$ cat config.mk
export PLATFORM = sky130hd
export DESIGN_NAME = adc_two_wire_slave_setup
export DESIGN_NICKNAME = d
export VERILOG_FILES = /design/src/design/result_coder.v /design/src/design/adc_two_wire_slave_setup.v
export VERILOG_INCLUDE_DIRS = /design/src /design/src/design
export SDC_FILE = /design/constraint.sdc
export NUM_CORES = 1
export LEC_CHECK = 0
export BUFFER_PORTS_ARGS = -buffer_cell sky130_fd_sc_hd__buf_4
export CAP_MARGIN = 0
export CORE_ASPECT_RATIO = 1.2
export CORE_MARGIN = 2
export CORE_UTILIZATION = 55
export CTS_BUF_LIST = sky130_fd_sc_hd__clkbuf_4
export DETAILED_ROUTE_END_ITERATION = 10
export PLACE_DENSITY = 0.76
export SLEW_MARGIN = 30
export SYNTH_ARGS = -nofsm -noshare
export SYNTH_HDL_FRONTEND = slang
export SYNTH_SLANG_ARGS = --single-unit
$ cat constraint.sdc
create_clock -name clk_i -period 2.6 [get_ports clk_i]
set_input_delay 0.78 -clock clk_i [delete_from_list [all_inputs] [get_ports clk_i]]
set_output_delay 0.78 -clock clk_i [all_outputs]
set_load 0.01 [all_outputs]
$ cat src/design/adc_slave_defs.vh
`ifndef ADC_SLAVE_DEFS_VH
`define ADC_SLAVE_DEFS_VH

// Fixed seven-bit slave addresses of the two variants
`define ADDR_FOUR_CH 7'h64
`define ADDR_TWELVE_CH 7'h65

// High-speed master code: top five bits 0000_1, low three ignored
`define MCODE_TOP 5'h01
`define MCODE_HI 7
`define MCODE_LO 3

// Control byte type flag
`define BYTE_TYPE_BIT 7

// Setup byte field positions
`define SETUP_SEL_HI 6
`define SETUP_SEL_LO 4
`define SETUP_CLK_BIT 3
`define SETUP_POL_BIT 2
`define SETUP_RST_BIT 1

// Configuration byte field positions
`define CFG_SCAN_HI 6
`define CFG_SCAN_LO 5
`define CFG_CS_HI 4
`define CFG_CS_LO 1
`define CFG_MODE_BIT 0

// Power-up values
`define SEL_RESET 3'h0
`define CLK_RESET 1'h0
`define POL_RESET 1'h0
`define SCAN_RESET 2'h0
`define CS_RESET 4'h0
`define MODE_RESET 1'h0

// Bit counter landmarks within a nine-clock byte
`define BIT_FIRST 4'h0
`define BIT_LAST 4'h7
`define BIT_ACK 4'h8
// Loaded by START; the clock fall that closes START is not a data bit
`define BIT_PRE_START 4'hf

// Result coding limits
`define CODE_ZERO 8'h00
`define CODE_POS_MAX 8'h7f
`define CODE_NEG_MAX 8'h80

`endif

$ cat src/design/result_coder.v
`timescale 1ns/1ps
// Turns the signed difference sample into the 8-bit output code
module result_coder (
    input wire [8:0] sample_i,
    input wire input_mode_i,
    input wire polarity_i,
    output reg [7:0] code_o
);
`include "adc_slave_defs.vh"

    // Sign and overflow flags of the two's complement sample
    wire neg_w;
    wire pos_over_w;
    wire neg_over_w;
    // Effective polarity after the single-ended override
    wire bipolar_w;

    assign neg_w = sample_i[8];
    assign pos_over_w = ~sample_i[8] & sample_i[7];
    assign neg_over_w = sample_i[8] & ~sample_i[7];
    assign bipolar_w = polarity_i & ~input_mode_i;

    // Code selection; the sample already is channel minus ground or plus minus minus
    always @* begin
        code_o = sample_i[7:0];
        if (bipolar_w) begin
            // Clamp to the signed eight-bit span
            if (pos_over_w) begin
                code_o = `CODE_POS_MAX;
            end else if (neg_over_w) begin
                code_o = `CODE_NEG_MAX;
            end
        end else begin
            if (neg_w) begin
                code_o = `CODE_ZERO;
            end
        end
    end

endmodule // result_coder

$ cat src/design/adc_two_wire_slave_setup.v
// Functional notes
// - Setup bits 6-4 select reference, reset 000
// - Setup bit 1 zero resets configuration only
// - Setup bit 0 is ignored
// - Input mode picks ground or differential reference
// - Unipolar straight binary, bipolar two's complement
// - Unipolar negative difference codes as zero
// - Single-ended always forces unipolar coding
// - One bit per clock, nine clocks per byte
// - Data change while clock high is control
// - Detect START and STOP conditions
// - Repeated START keeps session and timing mode
// - Acknowledge drives data low on ninth clock
// - Not-acknowledge leaves data high on ninth clock
// - Match fixed seven-bit address, ignore others
// - Address LSB is direction, one reads
// - Acknowledge address for the ninth clock
// - Power up in fast/standard bus timing
// - Lines idle high, clock up to 1.7MHz
// - One or two control bytes, each acknowledged
// - Master code not-acknowledged, enters high speed
// - Release data on master not-acknowledge
`timescale 1ns/1ps
module adc_two_wire_slave_setup #(
    // Zero selects the four-channel address, one the twelve-channel one
    parameter TWELVE_CH = 0
) (
    input wire clk_i,
    input wire rst_i,
    input wire scl_i,
    input wire sda_i,
    output reg sda_o,
    output reg sda_oe_o,
    input wire [8:0] sample_i,
    output reg [2:0] ref_select_o,
    output reg ext_clock_sel_o,
    output reg polarity_select_o,
    output reg [1:0] scan_mode_o,
    output reg [3:0] chan_select_o,
    output reg input_mode_select_o,
    output reg hs_mode_o,
    output reg read_active_o
);
`include "adc_slave_defs.vh"

    // One-hot bus states
    localparam [4:0] ST_IDLE = 5'h01;
    localparam [4:0] ST_ADDR = 5'h02;
    localparam [4:0] ST_WRITE = 5'h04;
    localparam [4:0] ST_READ = 5'h08;
    localparam [4:0] ST_DONE = 5'h10;

    // Own address chosen by variant
    localparam [6:0] OWN_ADDR = (TWELVE_CH != 0) ? `ADDR_TWELVE_CH : `ADDR_FOUR_CH;

    // Two-stage synchronisers; the first stage feeds only the second
    reg scl_meta_ff;
    reg sda_meta_ff;
    reg scl_sync_ff;
    reg sda_sync_ff;
    // Previous synchronised levels for edge finding
    reg scl_prev_ff;
    reg sda_prev_ff;

    // Protocol state
    reg [4:0] state_ff;
    reg [4:0] nxt_state;
    reg [3:0] bit_cnt_ff;
    reg [3:0] nxt_bit_cnt;
    reg [7:0] rx_ff;
    reg [7:0] nxt_rx;
    reg [7:0] tx_ff;
    reg [7:0] nxt_tx;
    // Address byte outcome, held over the ninth clock
    reg addr_hit_ff;
    reg nxt_addr_hit;
    reg addr_read_ff;
    reg nxt_addr_read;
    reg mcode_ff;
    reg nxt_mcode;
    // Master answer sampled on the ninth rise of a read byte
    reg master_nack_ff;
    reg nxt_master_nack;
    reg nxt_sda_oe;
    reg nxt_hs_mode;

    // Setup and configuration fields
    reg [2:0] nxt_ref_select;
    reg nxt_ext_clock;
    reg nxt_polarity;
    reg [1:0] nxt_scan_mode;
    reg [3:0] nxt_chan_select;
    reg nxt_input_mode;

    // Bus events seen at the block clock
    wire scl_rise_w;
    wire scl_fall_w;
    wire start_w;
    wire stop_w;
    // Coded result of the present sample
    wire [7:0] code_w;

    assign scl_rise_w = scl_sync_ff & ~scl_prev_ff;
    assign scl_fall_w = ~scl_sync_ff & scl_prev_ff;
    // data edge with clock high is control
    // falling data is START, rising is STOP
    assign start_w = scl_sync_ff & scl_prev_ff & sda_prev_ff & ~sda_sync_ff;
    assign stop_w = scl_sync_ff & scl_prev_ff & ~sda_prev_ff & sda_sync_ff;

    // sample is channel to ground or plus to minus, per input mode
    result_coder u_coder (
        .sample_i(sample_i),
        .input_mode_i(input_mode_select_o),
        .polarity_i(polarity_select_o),
        .code_o(code_w)
    );

    // Address match test on a completed address byte
    function addr_match;
        input [7:0] byte_in;
        begin
            addr_match = (byte_in[7:1] == OWN_ADDR);
        end
    endfunction

    // Pin sampling; the lines come from outside the clock domain
    always @(posedge clk_i) begin
        if (rst_i) begin
            scl_meta_ff <= 1'b1;
            sda_meta_ff <= 1'b1;
            scl_sync_ff <= 1'b1;
            sda_sync_ff <= 1'b1;
            scl_prev_ff <= 1'b1;
            sda_prev_ff <= 1'b1;
        end else begin
            scl_meta_ff <= scl_i;
            sda_meta_ff <= sda_i;
            scl_sync_ff <= scl_meta_ff;
            sda_sync_ff <= sda_meta_ff;
            scl_prev_ff <= scl_sync_ff;
            sda_prev_ff <= sda_sync_ff;
        end
    end

    // Next-state logic of the byte engine and the control fields
    always @* begin
        nxt_state = state_ff;
        nxt_bit_cnt = bit_cnt_ff;
        nxt_rx = rx_ff;
        nxt_tx = tx_ff;
        nxt_addr_hit = addr_hit_ff;
        nxt_addr_read = addr_read_ff;
        nxt_mcode = mcode_ff;
        nxt_master_nack = master_nack_ff;
        nxt_sda_oe = sda_oe_o;
        nxt_hs_mode = hs_mode_o;
        nxt_ref_select = ref_select_o;
        nxt_ext_clock = ext_clock_sel_o;
        nxt_polarity = polarity_select_o;
        nxt_scan_mode = scan_mode_o;
        nxt_chan_select = chan_select_o;
        nxt_input_mode = input_mode_select_o;
        if (stop_w) begin
            // STOP ends the session and drops back to fast/standard timing
            nxt_state = ST_IDLE;
            nxt_sda_oe = 1'b0;
            nxt_hs_mode = 1'b0;
        end else if (start_w) begin
            // restart address recognition from bit one
            // repeated START keeps the timing mode
            nxt_state = ST_ADDR;
            // The fall after START wraps the count to the first bit
            nxt_bit_cnt = `BIT_PRE_START;
            nxt_sda_oe = 1'b0;
        end else if (scl_rise_w) begin
            // one bit taken per clock rise
            if ((state_ff == ST_ADDR) || (state_ff == ST_WRITE)) begin
                if (bit_cnt_ff != `BIT_ACK) begin
                    nxt_rx = {rx_ff[6:0], sda_sync_ff};
                end
            end else if (state_ff == ST_READ) begin
                if (bit_cnt_ff == `BIT_ACK) begin
                    nxt_master_nack = sda_sync_ff;
                end
            end
        end else if (scl_fall_w) begin
            if (bit_cnt_ff == `BIT_LAST) begin
                // Eighth bit done; the ninth clock carries the answer
                nxt_bit_cnt = `BIT_ACK;
                case (state_ff)
                    ST_ADDR: begin
                        // only the own address is answered
                        nxt_addr_hit = addr_match(rx_ff);
                        nxt_addr_read = rx_ff[0];
                        nxt_mcode = (rx_ff[`MCODE_HI:`MCODE_LO] == `MCODE_TOP);
                        // address acknowledge for the ninth clock
                        nxt_sda_oe = addr_match(rx_ff);
                    end
                    ST_WRITE: begin
                        // data held low through the ninth clock
                        nxt_sda_oe = 1'b1;
                        if (rx_ff[`BYTE_TYPE_BIT]) begin
                            nxt_ref_select = rx_ff[`SETUP_SEL_HI:`SETUP_SEL_LO];
                            nxt_ext_clock = rx_ff[`SETUP_CLK_BIT];
                            nxt_polarity = rx_ff[`SETUP_POL_BIT];
                            // bit 0 is not looked at
                            if (!rx_ff[`SETUP_RST_BIT]) begin
                                nxt_scan_mode = `SCAN_RESET;
                                nxt_chan_select = `CS_RESET;
                                nxt_input_mode = `MODE_RESET;
                            end
                        end else begin
                            // scan, channel and input mode fields
                            nxt_scan_mode = rx_ff[`CFG_SCAN_HI:`CFG_SCAN_LO];
                            nxt_chan_select = rx_ff[`CFG_CS_HI:`CFG_CS_LO];
                            nxt_input_mode = rx_ff[`CFG_MODE_BIT];
                        end
                    end
                    ST_READ: begin
                        // release so the master answers on the ninth clock
                        nxt_sda_oe = 1'b0;
                    end
                    default: begin
                        nxt_sda_oe = 1'b0;
                    end
                endcase
            end else if (bit_cnt_ff == `BIT_ACK) begin
                // Ninth clock over: start the next byte
                nxt_bit_cnt = `BIT_FIRST;
                case (state_ff)
                    ST_ADDR: begin
                        if (addr_hit_ff && addr_read_ff) begin
                            // First data bit goes out at once
                            nxt_state = ST_READ;
                            nxt_tx = code_w;
                            nxt_sda_oe = ~code_w[7];
                        end else if (addr_hit_ff) begin
                            nxt_state = ST_WRITE;
                            nxt_sda_oe = 1'b0;
                        end else begin
                            // master code switches to high speed
                            if (mcode_ff) begin
                                nxt_hs_mode = 1'b1;
                            end
                            nxt_state = ST_IDLE;
                            nxt_sda_oe = 1'b0;
                        end
                    end
                    ST_WRITE: begin
                        nxt_sda_oe = 1'b0;
                    end
                    ST_READ: begin
                        if (master_nack_ff) begin
                            nxt_state = ST_DONE;
                            nxt_sda_oe = 1'b0;
                        end else begin
                            nxt_tx = code_w;
                            nxt_sda_oe = ~code_w[7];
                        end
                    end
                    default: begin
                        nxt_sda_oe = 1'b0;
                    end
                endcase
            end else begin
                // Inside the byte
                nxt_bit_cnt = bit_cnt_ff + 4'h1;
                if (state_ff == ST_READ) begin
                    // Next data bit driven while the clock is low
                    nxt_tx = {tx_ff[6:0], 1'b0};
                    nxt_sda_oe = ~tx_ff[6];
                end
            end
        end
    end

    // State registers
    always @(posedge clk_i) begin
        if (rst_i) begin
            state_ff <= ST_IDLE;
            bit_cnt_ff <= `BIT_FIRST;
            rx_ff <= 8'h00;
            tx_ff <= 8'h00;
            addr_hit_ff <= 1'b0;
            addr_read_ff <= 1'b0;
            mcode_ff <= 1'b0;
            master_nack_ff <= 1'b0;
            // Open drain: only ever drives low
            sda_o <= 1'b0;
            sda_oe_o <= 1'b0;
            hs_mode_o <= 1'b0;
            read_active_o <= 1'b0;
            ref_select_o <= `SEL_RESET;
            ext_clock_sel_o <= `CLK_RESET;
            polarity_select_o <= `POL_RESET;
            scan_mode_o <= `SCAN_RESET;
            chan_select_o <= `CS_RESET;
            input_mode_select_o <= `MODE_RESET;
        end else begin
            state_ff <= nxt_state;
            bit_cnt_ff <= nxt_bit_cnt;
            rx_ff <= nxt_rx;
            tx_ff <= nxt_tx;
            addr_hit_ff <= nxt_addr_hit;
            addr_read_ff <= nxt_addr_read;
            mcode_ff <= nxt_mcode;
            master_nack_ff <= nxt_master_nack;
            sda_o <= 1'b0;
            sda_oe_o <= nxt_sda_oe;
            hs_mode_o <= nxt_hs_mode;
            read_active_o <= (nxt_state == ST_READ);
            ref_select_o <= nxt_ref_select;
            ext_clock_sel_o <= nxt_ext_clock;
            polarity_select_o <= nxt_polarity;
            scan_mode_o <= nxt_scan_mode;
            chan_select_o <= nxt_chan_select;
            input_mode_select_o <= nxt_input_mode;
        end
    end

endmodule // adc_two_wire_slave_setup

; Word-level counts from Yosys, hierarchy flattened
; Cells that the tools add are included.
[totals]
word_cells = 117
in_bits = 13
output_inout_bits = 16
ff_bits = 49
[op_classes]
n_bitwise = 26
reduce_logical = 17
eq_ne = 13
addsub = 1
n_mux = 37
[op_table]
columns = operator, n
row1 = 2-to-1 mux 5 bit, 7
row2 = 2-to-1 mux 4 bit, 8
row3 = 2-to-1 mux 8 bit, 4
row4 = 2-to-1 mux 7 bit, 4
row5 = AND reduction 9 bit, 2
row6 = inverter 1 bit, 16
row7 = case mux 7 bit (2 select lines), 1
row8 = AND reduction 7 bit, 2
row9 = AND reduction 6 bit, 2
row10 = AND 1 bit, 10
row11 = "equality test 5 x 4 -> 1 bit, second input constant", 2
row12 = case mux 5 bit (2 select lines), 1
row13 = "equality test 7 bit, second input constant", 1
row14 = 2-to-1 mux 1 bit, 7
row15 = AND reduction 3 bit, 2
row16 = nonzero test 2 bit, 3
row17 = "equality test 5 x 1 -> 1 bit, second input constant", 1
row18 = "equality test 5 x 2 -> 1 bit, second input constant", 1
row19 = "equality test 5 x 3 -> 1 bit, second input constant", 1
row20 = AND reduction 5 bit, 1
row21 = "adder 4 x 1 -> 4 bit, second input constant", 1
row22 = "equality test 4 x 3 -> 1 bit, second input constant", 1
row23 = "equality test 4 bit, second input constant", 1
row24 = 2-to-1 mux 2 bit, 2
row25 = 12 further kinds, 13

; Longest topological paths before layout
; Gate-level depths: netlist of run 1.
[logic_depth]
ltp_word = 10
mapped_depth = 8
ltp_nobuf = 7

; Hierarchy
; From an unflattened synthesis of run 1, not the netlist that was laid out.
[unflattened]
cells_unflattened = 275
area_unflattened_um2 = 2334.7
[modules_own_cells]
columns = mod, instances, seq_area_each_um2, area_per_inst_um2, cells_each
row1 = adc_two_wire_slave_setup, 1, 980.9, 2209.6, 262
row2 = result_coder, 1, 0.0, 125.1, 13

; Worst setup path before layout of run 1
; OpenSTA, ideal clock, no wires.
[synth_timing]
path_kind = register to register
from = register state_ff[0]
to = register input_mode_select_o
setup_slack_ps = 747
path_stages_with_launch = 6
arrival_time_ps = 1726
t_required_ps = 2472
setup_time_ps = 128
period_less_slack_ps = 1853
cell_sequence = dfxtp_1 > or3_1 > or4_4 > a21o_1 > a22oi_1 > nor2_1
[synth_via]
elab_chain_cells = 2
[synth_lines]
columns = element, line
row1 = from (decl), adc_two_wire_slave_setup.v:66  ; reg [4:0] state_ff;
row2 = from (signal assigned), adc_two_wire_slave_setup.v:300  ; state_ff <= nxt_state;
row3 = equality test 5 x 3 -> 1 bit, adc_two_wire_slave_setup.v:190  ; case (state_ff)
row4 = AND reduction 7 bit (no source line), -
row5 = to (signal assigned), adc_two_wire_slave_setup.v:298  ; input_mode_select_o <= `MODE_RESET;
row6 = to (signal assigned), adc_two_wire_slave_setup.v:317  ; input_mode_select_o <= nxt_input_mode;
row7 = to (decl), adc_two_wire_slave_setup.v:40  ; output reg input_mode_select_o,
; No other way between the ends.
; A chain may end at the register's enable or synchronous reset.

; Worst setup path in the final report of run 1
[layout_timing]
from = register state_ff[3]
to = register scan_mode_o[1]
[layout_via]
elab_chain_cells = 2
[layout_lines]
columns = element, line
row1 = equality test 5 x 3 -> 1 bit, adc_two_wire_slave_setup.v:190
row2 = AND reduction 7 bit (no source line), -
row3 = to (signal assigned), adc_two_wire_slave_setup.v:296  ; scan_mode_o <= `SCAN_RESET;
row4 = to (signal assigned), adc_two_wire_slave_setup.v:315  ; scan_mode_o <= nxt_scan_mode;
row5 = to (decl), adc_two_wire_slave_setup.v:38  ; output reg [1:0] scan_mode_o,
; No other way between the ends.

==> impl_metrics.yaml, run 1 <==
clocking:
  cts_tree: "yes"
  cts_max_level: 2
  cts_hold_buf: 0
  cts_buffers: 5
  numClockSinks: 49
  cts_root_buf: "clkbuf_4"
  clk-insertion-delay-late_ns: 0.36
  postCtsSetupBuffers: 0
  path_clk_slew_ns: 0.13
  cts.path.max_buffers: 2
  cts_resized: 0
setup_path:
  r2r_end: "scan_mode_o[1]$_SDFFE_PP0P_"
  crit_path_end_kind: "register"
  crit_chain: "or3_1 -> or4_4 -> a21o_1 -> a22oi_1 -> nor2_1"
  slowest_stage: "or4_4"
  worst-path-max-fanout: 7
  regToRegSetupSlack_ns: 0.61
  crit_type: "register to register"
  crit_cells: 5
  cp.required_ns: 2.84
  rr_worst_depth: 5
  critPathLaunchType: "register"
  worst-path-buf-inv: 0
  crit_family: "simple AND/OR/NAND/NOR gates"
  arrival_ns: 2.23
  timing.rr.start: "state_ff[3]$_SDFF_PP0_"
  cp_slowest_stage_delay_ns: 0.59
placed_design:
  hpwl_um: 3480
  pre_cts_slack_ns: 0.631
  port_buffers: 27
  dp_cells: 338
  gp_congestion: 0.867
worst_hold_path:
  min_path_type: "register to register"
  whs_endpoint: "scl_sync_ff$_SDFF_PP1_"
  min_delay_path_depth: 1
  hp-start: "scl_meta_ff$_SDFF_PP1_"
power_and_ir_drop:
  p_leak_nw: 1.06
  clkPwrFrac_pct: 27.1
  power_mw: 1.19
  swShare_pct: 24.5
  p_sw_mw: 0.293
  pwr_density_cell_nw_per_um2: 463
  seqPwrFrac_pct: 64.9
  power_frac_comb_pct: 8.0
  intPower_mw: 0.902
  ir_drop_v: 0.000430
logic_synthesis:
  synth_edf_count: 0
  postSynthCellCount: 266
  yosysWarnings: 0
  seq_area_frac_synth_pct: 43.0
  synthFlopType: "dfxtp_1"
  synth_cell_types: 49
  async_flop_share_pct: 0
  synth-seq-cells: 49
  synth_fp_nets: 281
  syn_area_um2: 2280
  synth_area_per_cell_um2: 8.58
global_route:
  grt_max_degree: 53
  antenna_found_initial: 0
  grt_usage_pct: 22.4
  grt_pass1_vias: 1781
  gr-total-overflow: 0
  grt_pass1_wl_um: 8200
die:
  die_area_um2: 4690
  die_w_um: 62.8
  initial_core_util_pct: 57.5
  coreArea_um2: 3970
  die_y_um: 74.6
  rows: 25
  io_pins: 29
timing:
  fin_tns_setup_ns: 0
  worst_slew_pin_slew_ns: 0.645
  skew_ns: 0.00550
  rsz0062_at_grt: "false"
  fin_ws_ns: 0.612
  setup_viol: 0
  fin_crit_sh_pct: 76.5
  max_freq_mhz: 503
  hold_violations: 0
  drv_slew: 0
  slew_headroom_pct: 56.6
  min_period_ns: 1.99
job:
  maxCapViolations: 0
route:
  vias: 1950
  vias_per_cell: 5.64
  drtIter0Drc: 63
  drt_pass1_iterations: 4
  routed_wirelength_um: 4740
  drc: 0
  drt-wirelength-per-cell_um: 13.7
  ant_nets: 0
finish:
  drive_gt1_share_pct: 17.5
  n_antenna_cell: 0
  nNetsFinal: 306
  fin_cells: 346
  syn_to_final_growth_pct: 13.0
  fill_cells: 352
run_status:
  outcome: "completed"
## layout by cell type (no fill, tap or decap), types with 3 or more instances in the layout
| master | instances |
|---|---|
| a21o_1 | 3 |
| a21oi_1 | 17 |
| a22oi_1 | 12 |
| a311oi_1 | 3 |
| a31oi_1 | 3 |
| buf_4 | 32 |
| clkbuf_4 | 5 |
| dfxtp_1 | 49 |
| inv_1 | 11 |
| mux2i_1 | 15 |
| nand2_1 | 8 |
| nand2b_1 | 10 |
| nand3_1 | 8 |
| nand3b_1 | 3 |
| nand4_1 | 4 |
| nor2_1 | 36 |
| nor2b_1 | 5 |
| nor3_1 | 6 |
| o21ai_0 | 12 |
| or2_2 | 7 |
| or4_1 | 6 |
## state kept, by name, indices dropped and copies added (netlist names), 2 cells and up
signal and cells:
bit_cnt_ff 4, scan_mode_o 2, tx_ff 7, ref_select_o 3, chan_select_o 4, rx_ff 8, state_ff 5
## how the worst max path moves through the flow
stage	endpoint	start	slack [ns]
floorplan	input_mode_select_o$_SDFFE_PP0P_	state_ff[0]$_SDFF_PP1_	0.75
global placement	input_mode_select_o$_SDFFE_PP0P_	state_ff[0]$_SDFF_PP1_	0.66
detailed placement	scan_mode_o[1]$_SDFFE_PP0P_	state_ff[0]$_SDFF_PP1_	0.63
CTS	scan_mode_o[1]$_SDFFE_PP0P_	state_ff[0]$_SDFF_PP1_	0.61
global route	tx_ff[0]$_SDFFE_PP0P_	state_ff[1]$_SDFF_PP0_	0.39
finish	scan_mode_o[1]$_SDFFE_PP0P_	state_ff[3]$_SDFF_PP0_	0.61
## Yosys cell counts (2+ instances only)
cell | count | area, µm²
ha_1 | 2 | 25.0
nor2_1 | 36 | 135
nor3_1 | 6 | 30.0
a22oi_1 | 12 | 90.1
and3b_1 | 2 | 17.5
or2_2 | 7 | 43.8
o21ai_1 | 2 | 10.0
a311oi_1 | 3 | 26.3
nand4_1 | 4 | 25.0
a21o_1 | 3 | 22.5
dfxtp_1 | 49 | 981
o21bai_1 | 2 | 15.0
nor4_1 | 2 | 12.5
o21ai_0 | 12 | 60.1
a21oi_1 | 17 | 85.1
clkbuf_1 | 10 | 37.5
nand2b_1 | 10 | 62.6
nor2b_1 | 5 | 31.3
nand4b_1 | 2 | 17.5
or4_1 | 6 | 45.0
nand3b_1 | 3 | 22.5
nand2_1 | 8 | 30.0
inv_1 | 11 | 41.3
a211oi_1 | 2 | 15.0
buf_2 | 3 | 15.0
mux2i_1 | 15 | 150
nand3_1 | 8 | 40.0
a31oi_1 | 3 | 18.8
## cell families (layout without fill, tap and decap cells)
family | count (synthesis) | in the layout | share of synthesized area (%)
other | 1 | 1 | 0.164
xor gates and xnor gates | 1 | 1 | 0.384
DFF | 49 | 49 | 43.0
muxes | 16 | 16 | 7.07
adders and majority gates | 3 | 3 | 1.53
buffers and inverters | 25 | 51 | 4.44
AOI/OAI and AO/OA | 63 | 63 | 17.4
and+or+nand+nor | 108 | 108 | 26.0
## per-stage QoR
stage               utilization, %  cell area [µm²]  hold WS (ns)
floorplan                        -             2280         0.389
global placement              63.7             2530         0.391
detailed placement            63.7             2530         0.392
CTS                           65.0             2580         0.423
global route                  65.0             2580         0.451
finish                        65.0             2580         0.422
## final cells by class
class                           count  area [µm²]  share of cell area (%)
Multi-Input combinational cell    192        1200                    46.5
Inverter                           11        41.3                    1.60
Clock inverter                      3        12.5                   0.485
Clock buffer                        5        37.5                    1.45
Sequential cell                    49         981                    38.0
Tap cell                           54        67.6                    2.62
Timing Repair Buffer               32         240                    9.31
## power groups by stage
stage,logic [mW],registers (mW),clock network [mW]
after detailed placement,0.0959,0.792,0
after CTS,0.0961,0.775,0.337
after global placement,0.0955,0.791,0
after floorplan,0.0689,0.786,0
final,0.0961,0.775,0.323
after global routing,0.108,0.778,0.371
## metal layers
layer	vias to the layer above	wire length (µm)	global-route usage [%]
met1	886	2050	26.8
met3	11	210	4.69
met4	0	122	10.1
met5	-	0	0
met2	48	2360	39.5
li1	1005	-	-
Note: power is estimated with default switching activity, not from simulation.
==> run 2: changes to the inputs <==
--- a/config.mk
+++ b/config.mk
@@ -6,14 +6,15 @@
 export SDC_FILE = /design/constraint.sdc
 export NUM_CORES = 1
 export LEC_CHECK = 0
+export ABC_AREA = 1
 export BUFFER_PORTS_ARGS = -buffer_cell sky130_fd_sc_hd__buf_4
 export CAP_MARGIN = 0
 export CORE_ASPECT_RATIO = 1.2
 export CORE_MARGIN = 2
-export CORE_UTILIZATION = 55
+export CORE_UTILIZATION = 54
 export CTS_BUF_LIST = sky130_fd_sc_hd__clkbuf_4
 export DETAILED_ROUTE_END_ITERATION = 10
-export PLACE_DENSITY = 0.76
+export PLACE_DENSITY = 0.78
 export SLEW_MARGIN = 30
 export SYNTH_ARGS = -nofsm -noshare
 export SYNTH_HDL_FRONTEND = slang
==> constraint.sdc (replaced) <==
create_clock -name clk_i -period 1.8 [get_ports clk_i]
set_input_delay 0.54 -clock clk_i [delete_from_list [all_inputs] [get_ports clk_i]]
set_output_delay 0.54 -clock clk_i [all_outputs]
set_load 0.01 [all_outputs]
==> run 2 against run 1 <==
Net effect:
- clock power grew 98%
- fmax grew 18%
- utilization shrank 1.3 points
- design area grew 3.6%
- worst hold slack lost 0.064 ns
- total power grew 58%
- critical endpoint is now tx_ff[0]$_SDFFE_PP0P_
- register-to-register slack lost 0.49 ns
- critical path depth grew 8
- synthesized cell count grew 15%
- largest cell class unchanged
==> impl_metrics.yaml, run 2 <==
route:
  drc: 0
  drtIter0Drc: 139
  routed_wirelength_um: 4790
  drt_pass1_iterations: 4
  ant_nets: 0
  vias_per_cell: 5.19
  drt-wirelength-per-cell_um: 12.2
  vias: 2043
die:
  rows: 26
  die_w_um: 63.9
  die_area_um2: 4860
  die_y_um: 75.9
  initial_core_util_pct: 55.5
  io_pins: 29
  coreArea_um2: 4200
setup_path:
  critPathLaunchType: "register"
  crit_top_cell: "nand2_1"
  arrival_ns: 1.99
  crit_path_end_kind: "register"
  cp_slowest_stage_delay_ns: 0.35
  slowest_stage: "dfxtp_1"
  cp.required_ns: 2.11
  crit_chain: "inv_1 -> ha_1 -> nand2_1 -> nor2_4 -> nand3_2 -> inv_2 -> o21ai_2 -> nand2_1 -> nor2_4 -> buf_12 -> nand2_1 -> nand2_1 -> nor2_1"
  crit_type: "register to register"
  r2r_end: "tx_ff[0]$_SDFFE_PP0P_"
  rr_worst_depth: 13
  worst-path-max-fanout: 14
  timing.rr.start: "bit_cnt_ff[0]$_SDFFE_PP0P_"
  regToRegSetupSlack_ns: 0.12
global_route:
  grt_pass1_wl_um: 8210
  gr-max-usage-layer: "met2"
  gr-total-overflow: 0
  grt_usage_pct: 20.8
  grt_max_degree: 17
  antenna_found_initial: 0
  grt_util_met1_pct: 25.5
  grt_util_met2_pct: 35.9
  gr-usage-met3_pct: 2.67
  grt_pass1_vias: 1924
logic_synthesis:
  synth_xor_area_share_pct: 0
  synthAdderAreaFrac_pct: 1.07
  synthTopCellsByArea: "dfxtp_1 42%, nand2_1 8.4%, nor2_1 7.1%"
  synth_edf_count: 0
  postSynthCellCount: 307
  synth_cell_types: 39
  post-synth-top-count-cell: "nand2_1"
  synth.mux.area_fraction_pct: 0
  synth_area_per_cell_um2: 7.58
  yosysWarnings: 0
  synth_fp_nets: 322
  seq_area_frac_synth_pct: 42.1
  synth_compound_area_share_pct: 18.4
  syn_area_um2: 2330
  synth-seq-cells: 49
  synth_top_family_by_area: "simple AND/OR/NAND/NOR gates"
  synthSimpleGateAreaFrac_pct: 28.0
  synth_top_area_cell: "dfxtp_1"
  yosys.area.top_type_share_pct: 42.1
  synthFlopType: "dfxtp_1"
  yosys-top-cells-count: "52 x nand2_1, 49 x dfxtp_1, 44 x nor2_1"
  async_flop_share_pct: 0
clocking:
  cts.path.max_buffers: 2
  path_clk_slew_ns: 0.14
  cts_max_level: 2
  numClockSinks: 49
  cts_tree: "yes"
  cts_buffers: 5
  clk-insertion-delay-late_ns: 0.37
  cts_root_buf: "clkbuf_4"
timing:
  drv_slew: 0
  rsz0062_at_grt: "true"
  min_period_ns: 1.68
  skew_ns: 0.0139
  fin_tns_setup_ns: 0
  max_freq_mhz: 595
  setup_viol: 0
  fin_crit_sh_pct: 93.4
  fin_ws_ns: 0.119
  hold_violations: 0
  hold_slack_ns: 0.358
finish:
  finalCoreUtilization_pct: 63.7
  drive_gt1_share_pct: 19.8
  mostFrequentLayoutCells: "51 x nand2_1, 49 x dfxtp_1, 44 x nor2_1, 42 x inv_1, 30 x buf_4"
  fill_cells: 369
  n_antenna_cell: 0
  syn_to_final_growth_pct: 14.8
  reg.largest.list: "rx_ff: 8 flops, tx_ff: 7 flops, state_ff: 5 flops"
  stdcell_area_um2: 2670
  final_common_cell: "nand2_1"
  fin_cells: 394
  largest_reg_flops: 8
  nNetsFinal: 352
  largest_register: "rx_ff"
worst_hold_path:
  min_delay_path_depth: 2
  whs_endpoint: "sda_meta_ff$_SDFF_PP1_"
  min_path_type: "input pin to register"
  hp-start: "sda_i"
placed_design:
  place_area_um2: 2560
  pre_cts_slack_ns: 0.0713
  dp_cells: 385
  hpwl_um: 3560
  gp_congestion: 0.927
  port_buffers: 27
run_status:
  outcome: "completed"
power_and_ir_drop:
  p_leak_nw: 1.17
  pwr_density_cell_nw_per_um2: 708
  ir_drop_v: 0.000491
  power_mw: 1.89
job:
  maxCapViolations: 0
[run 2: changes by cell type after synthesis, moves of 5 or more]
cell | before | now
mux2i_1 | 15 | 0
a32oi_1 | 0 | 6
nor2_1 | 36 | 44
inv_1 | 11 | 42
nor2b_1 | 5 | 0
clkbuf_1 | 10 | 1
nand2_1 | 8 | 52
a22oi_1 | 12 | 5
nand2b_1 | 10 | 0
or4_1 | 6 | 0
nand3_1 | 8 | 15
nor3_1 | 6 | 1
o21ai_0 | 12 | 17
[run 2: layout make-up]
| class | instances | area (µm²) | share of cell area [%] |
|---|---|---|---|
| Inverter | 46 | 178 | 6.64 |
| Tap cell | 56 | 70.1 | 2.62 |
| Sequential cell | 49 | 981 | 36.7 |
| Timing Repair Buffer | 31 | 245 | 9.17 |
| Clock buffer | 5 | 37.5 | 1.40 |
| Clock inverter | 3 | 41.3 | 1.54 |
| Multi-Input combinational cell | 204 | 1120 | 41.9 |
[run 2: layer usage]
| metal | part of all wire (%) | wire length [µm] | up-vias |
|---|---|---|---|
| met1 | 45 | 2130 | 923 |
| met2 | 50 | 2410 | 40 |
| met3 | 3.4 | 165 | 11 |
| li1 | - | - | 1069 |
| met4 | 1.8 | 87 | 0 |
| met5 | 0 | 0 | - |
[run 2: kinds of logic after synthesis]
group                      after synthesis
other                                    1
AOI/OAI and AO/OA                       66
adders and majority gates                2
and+or+nand+nor                        135
DFF                                     49
buffers and inverters                   54
[run 2: report_power, final]
part / total, mW / switching, mW / leakage (nW) / internal (mW)
registers: 1.11 / 0.0131 / 0.397 / 1.10
logic: 0.140 / 0.0831 / 0.738 / 0.0566
clock network: 0.639 / 0.351 / 0.0389 / 0.288
total: 1.89 / 0.447 / 1.17 / 1.44
[run 2: worst max-delay path by stage]
stage	start	to	slack (ns)	cells after the start
floorplan	bit_cnt_ff[0]$_SDFFE_PP0P_	sda_oe_o$_SDFFE_PP0P_	0.30	10
global placement	bit_cnt_ff[0]$_SDFFE_PP0P_	rx_ff[7]$_SDFFE_PP0P_	0.17	8
detailed placement	bit_cnt_ff[0]$_SDFFE_PP0P_	rx_ff[5]$_SDFFE_PP0P_	0.07	8
CTS	bit_cnt_ff[0]$_SDFFE_PP0P_	rx_ff[5]$_SDFFE_PP0P_	0.1	8
global route	bit_cnt_ff[0]$_SDFFE_PP0P_	tx_ff[0]$_SDFFE_PP0P_	-0.02	13
finish	bit_cnt_ff[0]$_SDFFE_PP0P_	tx_ff[0]$_SDFFE_PP0P_	0.12	13
[run 2: repair_timing]
action / in CTS / in global routing
hold endpoints to repair: 0 / 0
resized for setup: 1 / 3
setup endpoints to repair: 1 / 10
pin swaps: 0 / 1
setup buffers: 0 / 1
hold buffers: 0 / 0
cloned: 0 / 0
[run 2: critical path, delay by kind of cell, from the launching register on]
kind                       cells  cell delay [ns]
DFF                            1             0.35
buffers and inverters          3             0.31
and+or+nand+nor                8             0.75
AOI/OAI and AO/OA              1             0.05
adders and majority gates      1             0.14
